[config.mk]
export PLATFORM = sky130hd
export DESIGN_NAME = isoirq_regs
export DESIGN_NICKNAME = d
export VERILOG_FILES = /design/src/hdl/isoirq_pkg.sv /design/src/hdl/isoirq_regs.sv
export SDC_FILE = /design/constraint.sdc
export NUM_CORES = 1
export LEC_CHECK = 0
export ABC_CLOCK_PERIOD_IN_PS = 2810
export BUFFER_PORTS_ARGS = -buffer_cell sky130_fd_sc_hd__buf_2
export CAP_MARGIN = 10
export CORE_ASPECT_RATIO = 1.25
export CORE_MARGIN = 2
export CORE_UTILIZATION = 48
export CTS_BUF_LIST = sky130_fd_sc_hd__clkbuf_8
export DETAILED_ROUTE_END_ITERATION = 7
export GPL_TIMING_DRIVEN = 1
export PLACE_DENSITY_LB_ADDON = 0.1
export SETUP_SLACK_MARGIN = 0.15
export SYNTH_ARGS = -nofsm -noshare
export SYNTH_HDL_FRONTEND = slang
export SYNTH_SLANG_ARGS = --single-unit
export TNS_END_PERCENT = 50
[constraint.sdc]
create_clock -name clk_i -period 2.81 [get_ports clk_i]
set_clock_uncertainty 0.1 [all_clocks]
set_input_delay 0.4215 -clock clk_i [delete_from_list [all_inputs] [get_ports clk_i]]
set_output_delay 0.4215 -clock clk_i [all_outputs]
set_load 0.03 [all_outputs]
[src/hdl/isoirq_pkg.sv]
package isoirq_pkg;

    // ------------------------------------------------------------
    // Register offsets (byte addresses)
    // ------------------------------------------------------------
    localparam logic [7:0] TX_MASK_SET_OFS   = 8'h98;
    localparam logic [7:0] TX_MASK_CLR_OFS   = 8'h9c;
    localparam logic [7:0] RX_EVENT_SET_OFS  = 8'ha0;
    localparam logic [7:0] RX_EVENT_CLR_OFS  = 8'ha4;
    localparam logic [7:0] RX_MASK_SET_OFS   = 8'ha8;
    localparam logic [7:0] RX_MASK_CLR_OFS   = 8'hac;
    localparam logic [7:0] INIT_BW_OFS       = 8'hb0;
    localparam logic [7:0] TX_EVENT_VIEW_OFS = 8'hc0;
    localparam logic [7:0] IRQ_STATUS_OFS    = 8'hc4;
    localparam logic [7:0] IRQ_MASK_OFS      = 8'hc8;
    localparam logic [7:0] CTRL_OFS          = 8'hcc;

    // ------------------------------------------------------------
    // Field widths and reset values
    // ------------------------------------------------------------
    localparam int         TX_CTX_N      = 8;
    localparam int         RX_CH_N       = 4;
    localparam int         BW_W          = 13;
    localparam int         IRQ_W         = 3;
    localparam logic [12:0] BW_RESET     = 13'h1333;
    localparam logic [7:0] TX_MASK_RESET = 8'h00;
    localparam logic [3:0] RX_MASK_RESET = 4'h0;
    localparam logic [3:0] RX_EVT_RESET  = 4'h0;
    localparam int         IRQ_TX_BIT    = 0;
    localparam int         IRQ_RX_BIT    = 1;
    localparam int         IRQ_LOAD_BIT  = 2;
    localparam int         CTRL_SWRST_BIT = 0;

    // ------------------------------------------------------------
    // Bus request carrier
    // ------------------------------------------------------------
    typedef struct packed {
        logic        rd;
        logic        wr;
        logic [7:0]  addr;
        logic [31:0] wdata;
        logic [3:0]  be;
    } isoirq_req_t;

endpackage

[src/hdl/isoirq_regs.sv]
// The implementer's own choice: the Avalon-MM interface to the registers.
`timescale 1ns/1ns
module isoirq_regs
(
    input  wire logic        clk_i,
    input  wire logic        rstn_i,
    input  wire logic [7:0]  avs_address_i,
    input  wire logic        avs_read_i,
    input  wire logic        avs_write_i,
    input  wire logic [31:0] avs_writedata_i,
    input  wire logic [3:0]  avs_byteenable_i,
    output logic      [31:0] avs_readdata_o,
    output logic             avs_waitrequest_o,
    output logic      [1:0]  avs_response_o,
    input  wire logic [7:0]  tx_event_i,
    input  wire logic        rx_cmd_done_i,
    input  wire logic [1:0]  rx_cmd_ctx_i,
    input  wire logic        rx_cmd_irq_i,
    input  wire logic        global_reset_pin_i,
    input  wire logic        fundamental_reset_i,
    input  wire logic        power_reset_pin_i,
    input  wire logic        bus_reset_i,
    output logic             iso_transmit_summary_irq_o,
    output logic             iso_receive_summary_irq_o,
    output logic      [12:0] bw_csr_o,
    output logic             bw_csr_load_o,
    output logic             irq_o
);

    // ------------------------------------------------------------
    // Reset synchroniser and input synchronisers
    // ------------------------------------------------------------
    logic [1:0] rst_sync_reg;
    logic       rst_n;
    logic [3:0] pin_s1_reg;
    logic [3:0] pin_s2_reg;
    logic [3:0] pin_prev_reg;
    logic       swrst_reg;
    logic       srst_n;

    always_ff @(posedge clk_i or negedge rstn_i)
    begin
        if (!rstn_i)
            rst_sync_reg <= 2'h0;
        else
            rst_sync_reg <= {rst_sync_reg[0], 1'b1};
    end
    assign rst_n  = rst_sync_reg[1];
    assign srst_n = ~swrst_reg;

    always_ff @(posedge clk_i or negedge rst_n)
    begin
        if (!rst_n)
        begin
            pin_s1_reg   <= 4'h0;
            pin_s2_reg   <= 4'h0;
            pin_prev_reg <= 4'h0;
        end
        else
        begin
            pin_s1_reg   <= {global_reset_pin_i, fundamental_reset_i,
                             power_reset_pin_i, bus_reset_i};
            pin_s2_reg   <= pin_s1_reg;
            pin_prev_reg <= pin_s2_reg;
        end
    end

    // ------------------------------------------------------------
    // Bus decode
    // ------------------------------------------------------------
    isoirq_pkg::isoirq_req_t req;
    logic        acc;
    logic        wr_en;
    logic [31:0] wmask;
    logic        hit_txs;
    logic        hit_txc;
    logic        hit_rxes;
    logic        hit_rxec;
    logic        hit_rxms;
    logic        hit_rxmc;
    logic        hit_bw;
    logic        hit_txv;
    logic        hit_ists;
    logic        hit_imsk;
    logic        hit_ctrl;
    logic        hit_any;
    logic [31:0] bmask;
    logic        ack_reg;

    assign req = '{rd:    avs_read_i,
                   wr:    avs_write_i,
                   addr:  avs_address_i,
                   wdata: avs_writedata_i,
                   be:    avs_byteenable_i};

    function automatic logic [31:0] be_expand(input logic [3:0] be);
        be_expand = {{8{be[3]}}, {8{be[2]}}, {8{be[1]}}, {8{be[0]}}};
    endfunction

    assign acc      = (req.rd | req.wr) & ~ack_reg;
    // Writes commit at the edge where the master sees waitrequest low
    assign wr_en    = ack_reg & req.wr;
    assign bmask    = be_expand(req.be);
    assign wmask    = req.wdata & bmask;
    assign hit_txs  = req.addr == isoirq_pkg::TX_MASK_SET_OFS;
    assign hit_txc  = req.addr == isoirq_pkg::TX_MASK_CLR_OFS;
    assign hit_rxes = req.addr == isoirq_pkg::RX_EVENT_SET_OFS;
    assign hit_rxec = req.addr == isoirq_pkg::RX_EVENT_CLR_OFS;
    assign hit_rxms = req.addr == isoirq_pkg::RX_MASK_SET_OFS;
    assign hit_rxmc = req.addr == isoirq_pkg::RX_MASK_CLR_OFS;
    assign hit_bw   = req.addr == isoirq_pkg::INIT_BW_OFS;
    assign hit_txv  = req.addr == isoirq_pkg::TX_EVENT_VIEW_OFS;
    assign hit_ists = req.addr == isoirq_pkg::IRQ_STATUS_OFS;
    assign hit_imsk = req.addr == isoirq_pkg::IRQ_MASK_OFS;
    assign hit_ctrl = req.addr == isoirq_pkg::CTRL_OFS;
    assign hit_any  = hit_txs | hit_txc | hit_rxes | hit_rxec | hit_rxms | hit_rxmc
                    | hit_bw | hit_txv | hit_ists | hit_imsk | hit_ctrl;

    // ------------------------------------------------------------
    // Registers
    // ------------------------------------------------------------
    logic [7:0]  tx_mask_reg;
    logic [7:0]  tx_mask_next;
    logic [3:0]  rx_evt_reg;
    logic [3:0]  rx_evt_next;
    logic [3:0]  rx_mask_reg;
    logic [3:0]  rx_mask_next;
    logic [12:0] bw_reg;
    logic [12:0] bw_next;
    logic [2:0]  ists_reg;
    logic [2:0]  ists_next;
    logic [2:0]  imsk_reg;
    logic [2:0]  imsk_next;
    logic [3:0]  rx_done_prev_reg;
    logic [3:0]  rx_sig;
    logic [3:0]  rx_rise;
    logic        tx_sum;
    logic        rx_sum;
    logic        load_evt;
    logic [2:0]  evt;

    // Per-channel internal interrupt signal from completed input commands
    genvar g;
    generate
        for (g = 0; g < isoirq_pkg::RX_CH_N; g++)
        begin : g_rx
            assign rx_sig[g] = rx_cmd_done_i & rx_cmd_irq_i
                             & (rx_cmd_ctx_i == 2'(g));
        end
    endgenerate
    // Edge detect so a held channel signal sets its event only once
    assign rx_rise = rx_sig & ~rx_done_prev_reg;

    assign tx_mask_next = wr_en & hit_txs ? tx_mask_reg | wmask[7:0]
                        : wr_en & hit_txc ? tx_mask_reg & ~wmask[7:0]
                        : tx_mask_reg;
    assign rx_evt_next  = ((wr_en & hit_rxec) ? rx_evt_reg & ~wmask[3:0] : rx_evt_reg)
                        | rx_rise
                        | ((wr_en & hit_rxes) ? wmask[3:0] : 4'h0);
    assign rx_mask_next = wr_en & hit_rxms ? rx_mask_reg | wmask[3:0]
                        : wr_en & hit_rxmc ? rx_mask_reg & ~wmask[3:0]
                        : rx_mask_reg;
    assign bw_next      = wr_en & hit_bw
                        ? (bw_reg & ~bmask[12:0]) | (req.wdata[12:0] & bmask[12:0])
                        : bw_reg;

    assign tx_sum   = |(tx_event_i & tx_mask_reg);
    assign rx_sum   = |(rx_evt_reg & rx_mask_reg);
    // Each synced reset pin loads the CSR once, on its rising edge
    assign load_evt = |(pin_s2_reg & ~pin_prev_reg);
    assign evt      = {load_evt, rx_sum, tx_sum};
    assign ists_next = (wr_en & hit_ists ? ists_reg & ~wmask[2:0] : ists_reg) | evt;
    assign imsk_next = wr_en & hit_imsk ? wmask[2:0] : imsk_reg;

    // ------------------------------------------------------------
    // Mask registers
    // ------------------------------------------------------------
    always_ff @(posedge clk_i or negedge rst_n)
    begin
        if (!rst_n)
            tx_mask_reg <= isoirq_pkg::TX_MASK_RESET;
        else if (!srst_n)
            tx_mask_reg <= isoirq_pkg::TX_MASK_RESET;
        else
            tx_mask_reg <= tx_mask_next;
    end

    always_ff @(posedge clk_i or negedge rst_n)
    begin
        if (!rst_n)
            rx_mask_reg <= isoirq_pkg::RX_MASK_RESET;
        else if (!srst_n)
            rx_mask_reg <= isoirq_pkg::RX_MASK_RESET;
        else
            rx_mask_reg <= rx_mask_next;
    end

    // ------------------------------------------------------------
    // Receive event register
    // ------------------------------------------------------------
    always_ff @(posedge clk_i or negedge rst_n)
    begin
        if (!rst_n)
            rx_evt_reg <= isoirq_pkg::RX_EVT_RESET;
        else if (!srst_n)
            rx_evt_reg <= isoirq_pkg::RX_EVT_RESET;
        else
            rx_evt_reg <= rx_evt_next;
    end

    always_ff @(posedge clk_i or negedge rst_n)
    begin
        if (!rst_n)
            rx_done_prev_reg <= 4'h0;
        else if (!srst_n)
            rx_done_prev_reg <= 4'h0;
        else
            rx_done_prev_reg <= rx_sig;
    end

    // ------------------------------------------------------------
    // Initial bandwidth register
    // ------------------------------------------------------------
    always_ff @(posedge clk_i or negedge rst_n)
    begin
        if (!rst_n)
            bw_reg <= isoirq_pkg::BW_RESET;
        else if (!srst_n)
            bw_reg <= isoirq_pkg::BW_RESET;
        else
            bw_reg <= bw_next;
    end

    // ------------------------------------------------------------
    // Interrupt status, mask and software reset
    // ------------------------------------------------------------
    always_ff @(posedge clk_i or negedge rst_n)
    begin
        if (!rst_n)
            ists_reg <= 3'h0;
        else if (!srst_n)
            ists_reg <= 3'h0;
        else
            ists_reg <= ists_next;
    end

    always_ff @(posedge clk_i or negedge rst_n)
    begin
        if (!rst_n)
            imsk_reg <= 3'h0;
        else if (!srst_n)
            imsk_reg <= 3'h0;
        else
            imsk_reg <= imsk_next;
    end

    always_ff @(posedge clk_i or negedge rst_n)
    begin
        if (!rst_n)
            swrst_reg <= 1'b0;
        else if (!srst_n)
            swrst_reg <= 1'b0;
        else
            swrst_reg <= wr_en & hit_ctrl & wmask[isoirq_pkg::CTRL_SWRST_BIT];
    end

    // ------------------------------------------------------------
    // Read mux
    // ------------------------------------------------------------
    logic [31:0] rdata;
    assign rdata = (hit_txs | hit_txc)   ? {24'h0, tx_mask_reg}
                 : (hit_rxes | hit_rxec) ? {28'h0, rx_evt_reg}
                 : (hit_rxms | hit_rxmc) ? {28'h0, rx_mask_reg}
                 : hit_bw                ? {19'h0, bw_reg}
                 : hit_txv               ? {24'h0, tx_event_i}
                 : hit_ists              ? {29'h0, ists_reg}
                 : hit_imsk              ? {29'h0, imsk_reg}
                 : 32'h0;

    // ------------------------------------------------------------
    // Outputs
    // ------------------------------------------------------------
    // One wait state: the answer stands in the cycle after the request is taken
    always_ff @(posedge clk_i or negedge rst_n)
    begin
        if (!rst_n)
        begin
            ack_reg           <= 1'b0;
            avs_waitrequest_o <= 1'b1;
        end
        else
        begin
            ack_reg           <= acc;
            avs_waitrequest_o <= ~acc;
        end
    end

    always_ff @(posedge clk_i or negedge rst_n)
    begin
        if (!rst_n)
        begin
            avs_readdata_o <= 32'h0;
            avs_response_o <= 2'h0;
        end
        else
        begin
            avs_readdata_o <= acc & req.rd ? rdata : 32'h0;
            avs_response_o <= acc & ~hit_any ? 2'h2 : 2'h0;
        end
    end

    // ------------------------------------------------------------
    // Interrupt outputs
    // ------------------------------------------------------------
    always_ff @(posedge clk_i or negedge rst_n)
    begin
        if (!rst_n)
        begin
            iso_transmit_summary_irq_o <= 1'b0;
            iso_receive_summary_irq_o  <= 1'b0;
        end
        else
        begin
            iso_transmit_summary_irq_o <= tx_sum;
            iso_receive_summary_irq_o  <= rx_sum;
        end
    end

    always_ff @(posedge clk_i or negedge rst_n)
    begin
        if (!rst_n)
            irq_o <= 1'b0;
        else
            irq_o <= |(ists_next & imsk_next);
    end

    // ------------------------------------------------------------
    // Bandwidth CSR
    // ------------------------------------------------------------
    always_ff @(posedge clk_i or negedge rst_n)
    begin
        if (!rst_n)
            bw_csr_o <= isoirq_pkg::BW_RESET;
        else if (load_evt)
            bw_csr_o <= bw_reg;
    end

    always_ff @(posedge clk_i or negedge rst_n)
    begin
        if (!rst_n)
            bw_csr_load_o <= 1'b0;
        else
            bw_csr_load_o <= load_evt;
    end

endmodule

Word-level counts from Yosys, hierarchy flattened --
Cells that the tools add are included.
Cells by class: bitwise gates (word level) 60, reduce and logical (&&, ||, !) cells 8, equal/unequal tests 14, multiplexer cells 26
Operators with widths (number):
- 13-bit 2-to-1 mux | 7
- 8-bit == test (second input constant) | 11
- 8-bit 2-to-1 mux | 4
- 4-bit 2-to-1 mux | 7
- 13-bit AND | 2
- 8-bit AND | 3
- 1-bit AND | 20
- 4-bit AND | 5
- 3-bit 2-to-1 mux | 6
- 13-bit inverter | 1
- 1-bit OR | 13
- 13-bit OR | 1
- 4-bit inverter | 3
- 4-bit OR | 3
- 8-bit inverter | 1
- 8-bit OR | 1
- 4-bit OR reduction | 2
- 8-bit OR reduction | 1
- 3-bit AND | 2
- 3-bit nonzero test | 2
- 2-bit == test (second input constant) | 2
- 1-bit inverter | 3
- 3-bit inverter | 1
- 3-bit OR | 1
- 6 further kinds | 6
Storage, ports and cells: word-level logic and storage cells 129, output and inout bits 52, input port bits 64, bits in registers 88

Depth between registers and ports, before layout --
Gate-level depths: netlist (run 1).
word-level depth 14, gate-level depth with buffers 8, mapped depth without buffers 5

Worst setup path after synthesis (run 1) --
OpenSTA, ideal clock, no wires.
path kind input -> register, start input port avs_address_i[4], end register irq_o, path slack 0.891 ns, arrival time 1.680 ns, path buffers 3, library setup time 0.140 ns, cell stages on the path 8, required time 2.570 ns, cell sequence buf_2 -> nor4bb_1 -> buf_2 -> and4_1 -> buf_2 -> mux2i_1 -> a21o_1 -> o221ai_1
On the way: cells in the longest elaborated chain, start to end 6, elaborated cells between the ends (all ways) 9, those cells by class eq/ne (2); mux (2); bitwise (4); reduce/logical (1)
RTL lines:
- from (decl) | line isoirq_regs.sv:7 | input wire logic [7:0] avs_address_i,
- 8-bit == test | line isoirq_regs.sv:113 | assign hit_ists = req.addr == isoirq_pkg::IRQ_STATUS_OFS;
- 1-bit AND | line isoirq_regs.sv:172 | assign ists_next = (wr_en & hit_ists ? ists_reg & ~wmask[2:0] : ists_reg) | evt;
- 3-bit 2-to-1 mux | line isoirq_regs.sv:172
- 3-bit OR | line isoirq_regs.sv:172
- 3-bit AND * | line isoirq_regs.sv:334 | irq_o <= |(ists_next & imsk_next);
- 3-bit OR reduction * | line isoirq_regs.sv:334
- to (signal assigned) | line isoirq_regs.sv:334
- to (decl) | line isoirq_regs.sv:27 | output logic irq_o
Every way passes the cells marked *; elsewhere a longest branch is shown, timed or not. A chain may end at the register's enable or synchronous reset.

Final worst setup path (run 1) --
start input port avs_address_i[5], end register irq_o
The elaborated chain is that of the path after synthesis.

==> metrics.cfg, run 1 <==
[status]
status = complete, no violations

[clocking]
clk_latency_ns = 0.36
cts-root-buf = clkbuf_8
clk_transition_reported_paths_ns = 0.08
postCtsHoldBufs = 1
htreeDepth = 3
cts_tree = built
numClockSinks = 87
cts_resized = 0
cts_max_path_buffers = 2
cts_inserted_buffers = 9
post_cts_buffers = 0

[min_path]
hold_class = in -> reg

[detailed_routing]
drtIter0Drc = 129
routedWlPerCell_um = 16.6
ant_nets = 0
firstDrtPassIters = 4
drc = 0
drt_wl_total_um = 8930
via_per_inst = 5.38
vias = 2887

[grt]
first_global_vias = 2928
grt.total_usage = 0.207
grt_overflow = 0
antenna_found_initial = 0
grt_max_degree = 50
grt_first_pass_wirelength_um = 14500

[timing]
max_slew.worst_pin.slew_ns = 0.662
period_share = 0.659
period_needed_ns = 1.85
relSlewSlack = 0.555
rsz0062_at_grt = false
setup_viol = 0
setup_tns_ns = 0
final-max-slew-violation-count = 0
hold_viol = 0
max_freq_mhz = 540
final.setup.worst_slack_ns = 0.957

[synth]
synth_common_cells = dfrtp_1, nor2_1, nand2_1
synthFlopType = dfrtp_1
syn_inst = 359
yosys.cell_types.count = 53
synth.area.top_cells = dfrtp_1, dfstp_2, mux2_2
synth_warnings = 0
async_reset_ff_frac = 1.00
syn-mean-instance-area_um2 = 11.1
synth-seq-area-share = 0.549
synth.ff_latch_count = 87
syn_area_um2 = 4000
yosysTopAreaCell = dfrtp_1
yosysMostFrequentCell = dfrtp_1
synth_edf_count = 0
synth_top_area_share = 0.450

[power]
p_sw_frac = 0.259
p_sw_w = 0.000664
p_int_w = 0.00190
peakVddDrop_v = 0.000391
leakagePower_nw = 2.33
seqPwrFrac = 0.526
power_density_nw_per_um2 = 553
finalPower_w = 0.00256
p_clk_frac = 0.366
comb_power_share = 0.108

[final_layout]
syn_to_final_growth_pct = 15.8
multiInputGateArea_um2 = 1610
stdcell_count = 537
antennaDiodeCount = 0
fillers = 755
nets = 499
regArea_um2 = 2200
drive_gt1_frac = 0.318

[placement]
place.gp.congestion = 0.914
dp.cells = 520
portBuffers = 74
dp_slack_ns = 0.619
dpl.hpwl_um = 6590

[critical_path]
path_max_fanout = 11
path_class = in -> reg
reg2reg_slack_ns = 1.14
worst_ep_arrival_time_ns = 1.97
start_kind = primary input
endpoint_kind = flip-flop
critPathRequiredTime_ns = 2.93

[die]
pin_count = 116
start_util = 0.491
die_area_um2 = 9090
die_y_um = 106
die_w_um = 85.7
rows = 37
core_um2 = 8150

[flow_run]
cap_violations = 0

-- cell type report --
cell class	instances	area share
Tap cell	97	0.0262
Timing Repair Buffer	82	0.0962
Clock inverter	7	0.0194
Sequential cell	87	0.475
Clock buffer	9	0.0267
Multi-Input combinational cell	244	0.348
Inverter	11	0.00891
-- final timing paths --
kind,startpoint,to,cells after the start
max in group asynchronous,rst_sync_reg[1],bw_reg[12],1
min in group asynchronous,rstn_i,rst_sync_reg[1],2
hold / removal,power_reset_pin_i,pin_s1_reg[1],1
setup / recovery,avs_address_i[5],irq_o,6
setup reg to reg,ack_reg,avs_readdata_o[0],4
hold reg to reg,pin_s1_reg[0],pin_s2_reg[0],0
-- critical path, stage by stage --
cell and delay, ns:
buf_2 0.17, nor4bb_1 0.52, and4_1 0.39, mux2i_1 0.25
a21o_1 0.11, o221ai_1 0.11
-- cell usage in the layout, fill, tap and decap left out, types with 4 or more instances in the layout --
cell and instances:
buf_2 74, dfrtp_1 71, nor2_1 31, nand2_1 22, conb_1 21, a21oi_1 18, a22oi_1 17, mux2_2 17
mux2i_1 17, dfstp_2 15, o21ai_0 13, inv_1 13, clkbuf_8 9, nand2b_1 7, nand4_1 6, and3_1 6
o21ai_1 6, buf_4 6, and2_1 5, nor2b_1 5, o22ai_1 5, o221ai_1 4
-- cells by family after synthesis --
| group | share of synthesized area |
|---|---|
| AND/OR/NAND/NOR | 0.164 |
| buffers and inverters | 0.0666 |
| AO/OA/AOI/OAI | 0.126 |
| multiplexers | 0.0904 |
| other | 0.00188 |
| XOR/XNOR | 0.00219 |
| flip-flops | 0.549 |
-- stage by stage --
stage	utilization	hold slack (ns)	area, µm²
after floorplan	-	0.0259	4070
after global placement	0.541	0.107	4410
after detailed placement	0.541	0.108	4410
after CTS	0.568	0.0517	4630
after global routing	0.568	0.0554	4630
final	0.568	0.0673	4630
-- power groups by stage --
stage	registers [W]	clock network, W	logic (W)
2_1_floorplan	0.00140	0	0.000173
3_3_place_gp	0.00137	0	0.000275
3_5_place_dp	0.00137	0	0.000277
4_1_cts	0.00135	0.000965	0.000279
5_1_grt	0.00136	0.00101	0.000302
6_report	0.00135	0.000937	0.000278
-- routing by layer --
metal | wire (µm) | share of wire | GRT usage | up-vias
met3 | 423 | 0.047 | 0.0365 | 18
met2 | 4530 | 0.51 | 0.345 | 70
li1 | - | - | - | 1397
met4 | 222 | 0.025 | 0.102 | 0
met5 | 0 | 0 | 0 | -
met1 | 3750 | 0.42 | 0.259 | 1402
(Power assumes the default switching activity.)
==> run 2: changes to the inputs <==
--- a/config.mk
+++ b/config.mk
@@ -5,12 +5,12 @@
 export SDC_FILE = /design/constraint.sdc
 export NUM_CORES = 1
 export LEC_CHECK = 0
-export ABC_CLOCK_PERIOD_IN_PS = 2810
+export ABC_CLOCK_PERIOD_IN_PS = 1750
 export BUFFER_PORTS_ARGS = -buffer_cell sky130_fd_sc_hd__buf_2
 export CAP_MARGIN = 10
 export CORE_ASPECT_RATIO = 1.25
 export CORE_MARGIN = 2
-export CORE_UTILIZATION = 48
+export CORE_UTILIZATION = 54
 export CTS_BUF_LIST = sky130_fd_sc_hd__clkbuf_8
 export DETAILED_ROUTE_END_ITERATION = 7
 export GPL_TIMING_DRIVEN = 1
==> constraint.sdc (replaced) <==
create_clock -name clk_i -period 1.75 [get_ports clk_i]
set_clock_uncertainty 0.1 [all_clocks]
set_input_delay 0.2625 -clock clk_i [delete_from_list [all_inputs] [get_ports clk_i]]
set_output_delay 0.2625 -clock clk_i [all_outputs]
set_load 0.03 [all_outputs]
==> run 2 against run 1 <==
Non-clock buffer count is 32 higher. Sequential power grew 60%. Cell count is 5.0% higher.
==> metrics.cfg, run 2 (same netlist as run 1, synthesis figures left out) <==
[status]
status = complete, no violations

[final_layout]
mostFrequentLayoutCells = buf_2, dfrtp_1, buf_4
fillers = 591  ; -22%
utilization = 0.678  ; +0.110
final_common_cell = buf_2
syn_to_final_growth_pct = 23.2
regArea_um2 = 2200  ; unchanged
multiInputGateArea_um2 = 1630  ; +1.5%
drive_gt1_frac = 0.367  ; +0.0483
design_area_um2 = 4930  ; +6.4%
nets = 531  ; +6.4%
antennaDiodeCount = 0  ; unchanged

[critical_path]
critPathLaunch = ack_reg
reg2reg_depth = 5  ; +1
timing.rr.start = ack_reg
path_max_fanout = 6  ; -5
worst_ep_arrival_time_ns = 1.72  ; -0.25 ns
r2r_end = tx_mask_reg[0]
critPathRequiredTime_ns = 1.92  ; -1.01 ns
path_class = reg -> reg
reg2reg_slack_ns = 0.20  ; -0.94 ns
start_kind = flip-flop
endpoint_kind = flip-flop

[min_path]
worstHoldPathCells = 2  ; +1
min_from = rx_cmd_ctx_i[0]
hold_end = rx_done_prev_reg[0]
hold_class = in -> reg

[grt]
grt.total_usage = 0.244  ; +0.0364
grt_overflow = 0  ; unchanged
antenna_found_initial = 0  ; unchanged
first_global_vias = 3125  ; +6.7%
grt_first_pass_wirelength_um = 14900  ; +2.7%
grt_max_degree = 36  ; -28%

[power]
peakVddDrop_v = 0.000495  ; +26%
finalPower_w = 0.00426  ; +66%
power_density_nw_per_um2 = 863  ; +56%
leakagePower_nw = 2.49  ; +7.2%

[timing]
rsz0062_at_grt = true
hold_viol = 0  ; unchanged
final-max-slew-violation-count = 0  ; unchanged
period_share = 0.885
max_freq_mhz = 645
setup_viol = 0  ; unchanged
period_needed_ns = 1.55

[placement]
place.gp.congestion = 0.853  ; -6.7%
portBuffers = 74  ; unchanged
placed_cell_area_um2 = 4620  ; +4.7%
dpl.hpwl_um = 6990  ; +6.0%

[clocking]
htreeDepth = 3  ; unchanged
clk_transition_reported_paths_ns = 0.08  ; about the same
cts_max_path_buffers = 2  ; unchanged
cts_tree = built
cts-root-buf = clkbuf_8
clk_latency_ns = 0.35  ; about the same
numClockSinks = 87  ; unchanged
cts_inserted_buffers = 9  ; unchanged

[die]
die_y_um = 100  ; -5.5%
rows = 35  ; -5.4%
core_um2 = 7270  ; -11%
die_area_um2 = 8120  ; -11%
start_util = 0.550  ; +0.0593
pin_count = 116  ; unchanged
die_w_um = 81.0  ; -5.5%

[detailed_routing]
drtIter0Drc = 144  ; +12%
ant_nets = 0  ; unchanged
vias = 3079  ; +6.7%
drc = 0  ; unchanged
firstDrtPassIters = 6  ; +2
drt_wl_total_um = 9340  ; +4.6%
routedWlPerCell_um = 16.6  ; -0.42%
via_per_inst = 5.46  ; +1.5%

[flow_run]
cap_violations = 0  ; unchanged

==> run 2: cell count changes in the layout (fill, tap and decap cells not counted), sizes merged <==
| cell | before | now |
|---|---|---|
| buf | 81 | 109 |
| clkbuf | 9 | 11 |
| clkinv | 2 | 0 |
| clkinvlp | 0 | 1 |
| dlygate4sd3 | 1 | 5 |
| inv | 14 | 13 |
==> run 2: layout make-up <==
| cell class | instances | share of cell area |
|---|---|---|
| Clock buffer | 11 | 0.0307 |
| Clock inverter | 5 | 0.0162 |
| Inverter | 11 | 0.00838 |
| Multi-Input combinational cell | 244 | 0.331 |
| Sequential cell | 87 | 0.446 |
| Tap cell | 92 | 0.0234 |
| Timing Repair Buffer | 114 | 0.144 |
==> run 2: critical path, cell delays in order (launching register included) <==
cell	delay, ns
dfrtp_1	0.40
nand2_1	0.21
nor2_4	0.18
a21oi_2	0.07
or3_4	0.38
o21ai_1	0.14
==> run 2: timing repair <==
| item | in CTS | in global routing |
|---|---|---|
| hold buffers | 5 | 0 |
| hold endpoints to repair | 6 | 0 |
| pin swaps | 0 | 2 |
| setup buffers | 0 | 1 |
| setup endpoints to repair | 2 | 12 |
| resized for setup | 4 | 3 |
==> run 2: layer usage <==
| layer | vias up | track usage | part of all wire | wire length (µm) |
|---|---|---|---|---|
| met2 | 84 | 0.416 | 0.52 | 4820 |
| met5 | - | 0 | 0 | 0 |
| li1 | 1462 | - | - | - |
| met3 | 21 | 0.0360 | 0.040 | 372 |
| met4 | 0 | 0.130 | 0.032 | 295 |
| met1 | 1512 | 0.293 | 0.41 | 3850 |
==> run 2: stage by stage <==
stage	setup TNS (ns)	hold WS, ns	worst slack (ns)	cells
after detailed placement	-0.576	-0.0499	-0.165	542
after floorplan	-0.0102	-0.133	-0.0102	378
after global routing	0	0.0591	0.0737	564
after CTS	0	0.0369	0.151	563
after global placement	-0.344	-0.0524	-0.115	542
final	0	0.0429	0.201	564
==> run 2: worst max-delay path by stage <==
stage / endpoint / slack, ns
5_1_grt: rx_mask_reg[1] / 0.07
4_1_cts: irq_o / 0.15
3_3_place_gp: irq_o / -0.12
2_1_floorplan: irq_o / -0.01
3_5_place_dp: irq_o / -0.17
6_report: tx_mask_reg[0] / 0.20
==> run 2: report_power, final <==
group	leakage (nW)	internal, W	switching [W]	total [W]
Sequential	1.09	0.00210	0.0000562	0.00216
Combinational	1.29	0.000190	0.000322	0.000513
Clock	0.117	0.000883	0.000703	0.00159
Total	2.49	0.00318	0.00108	0.00426
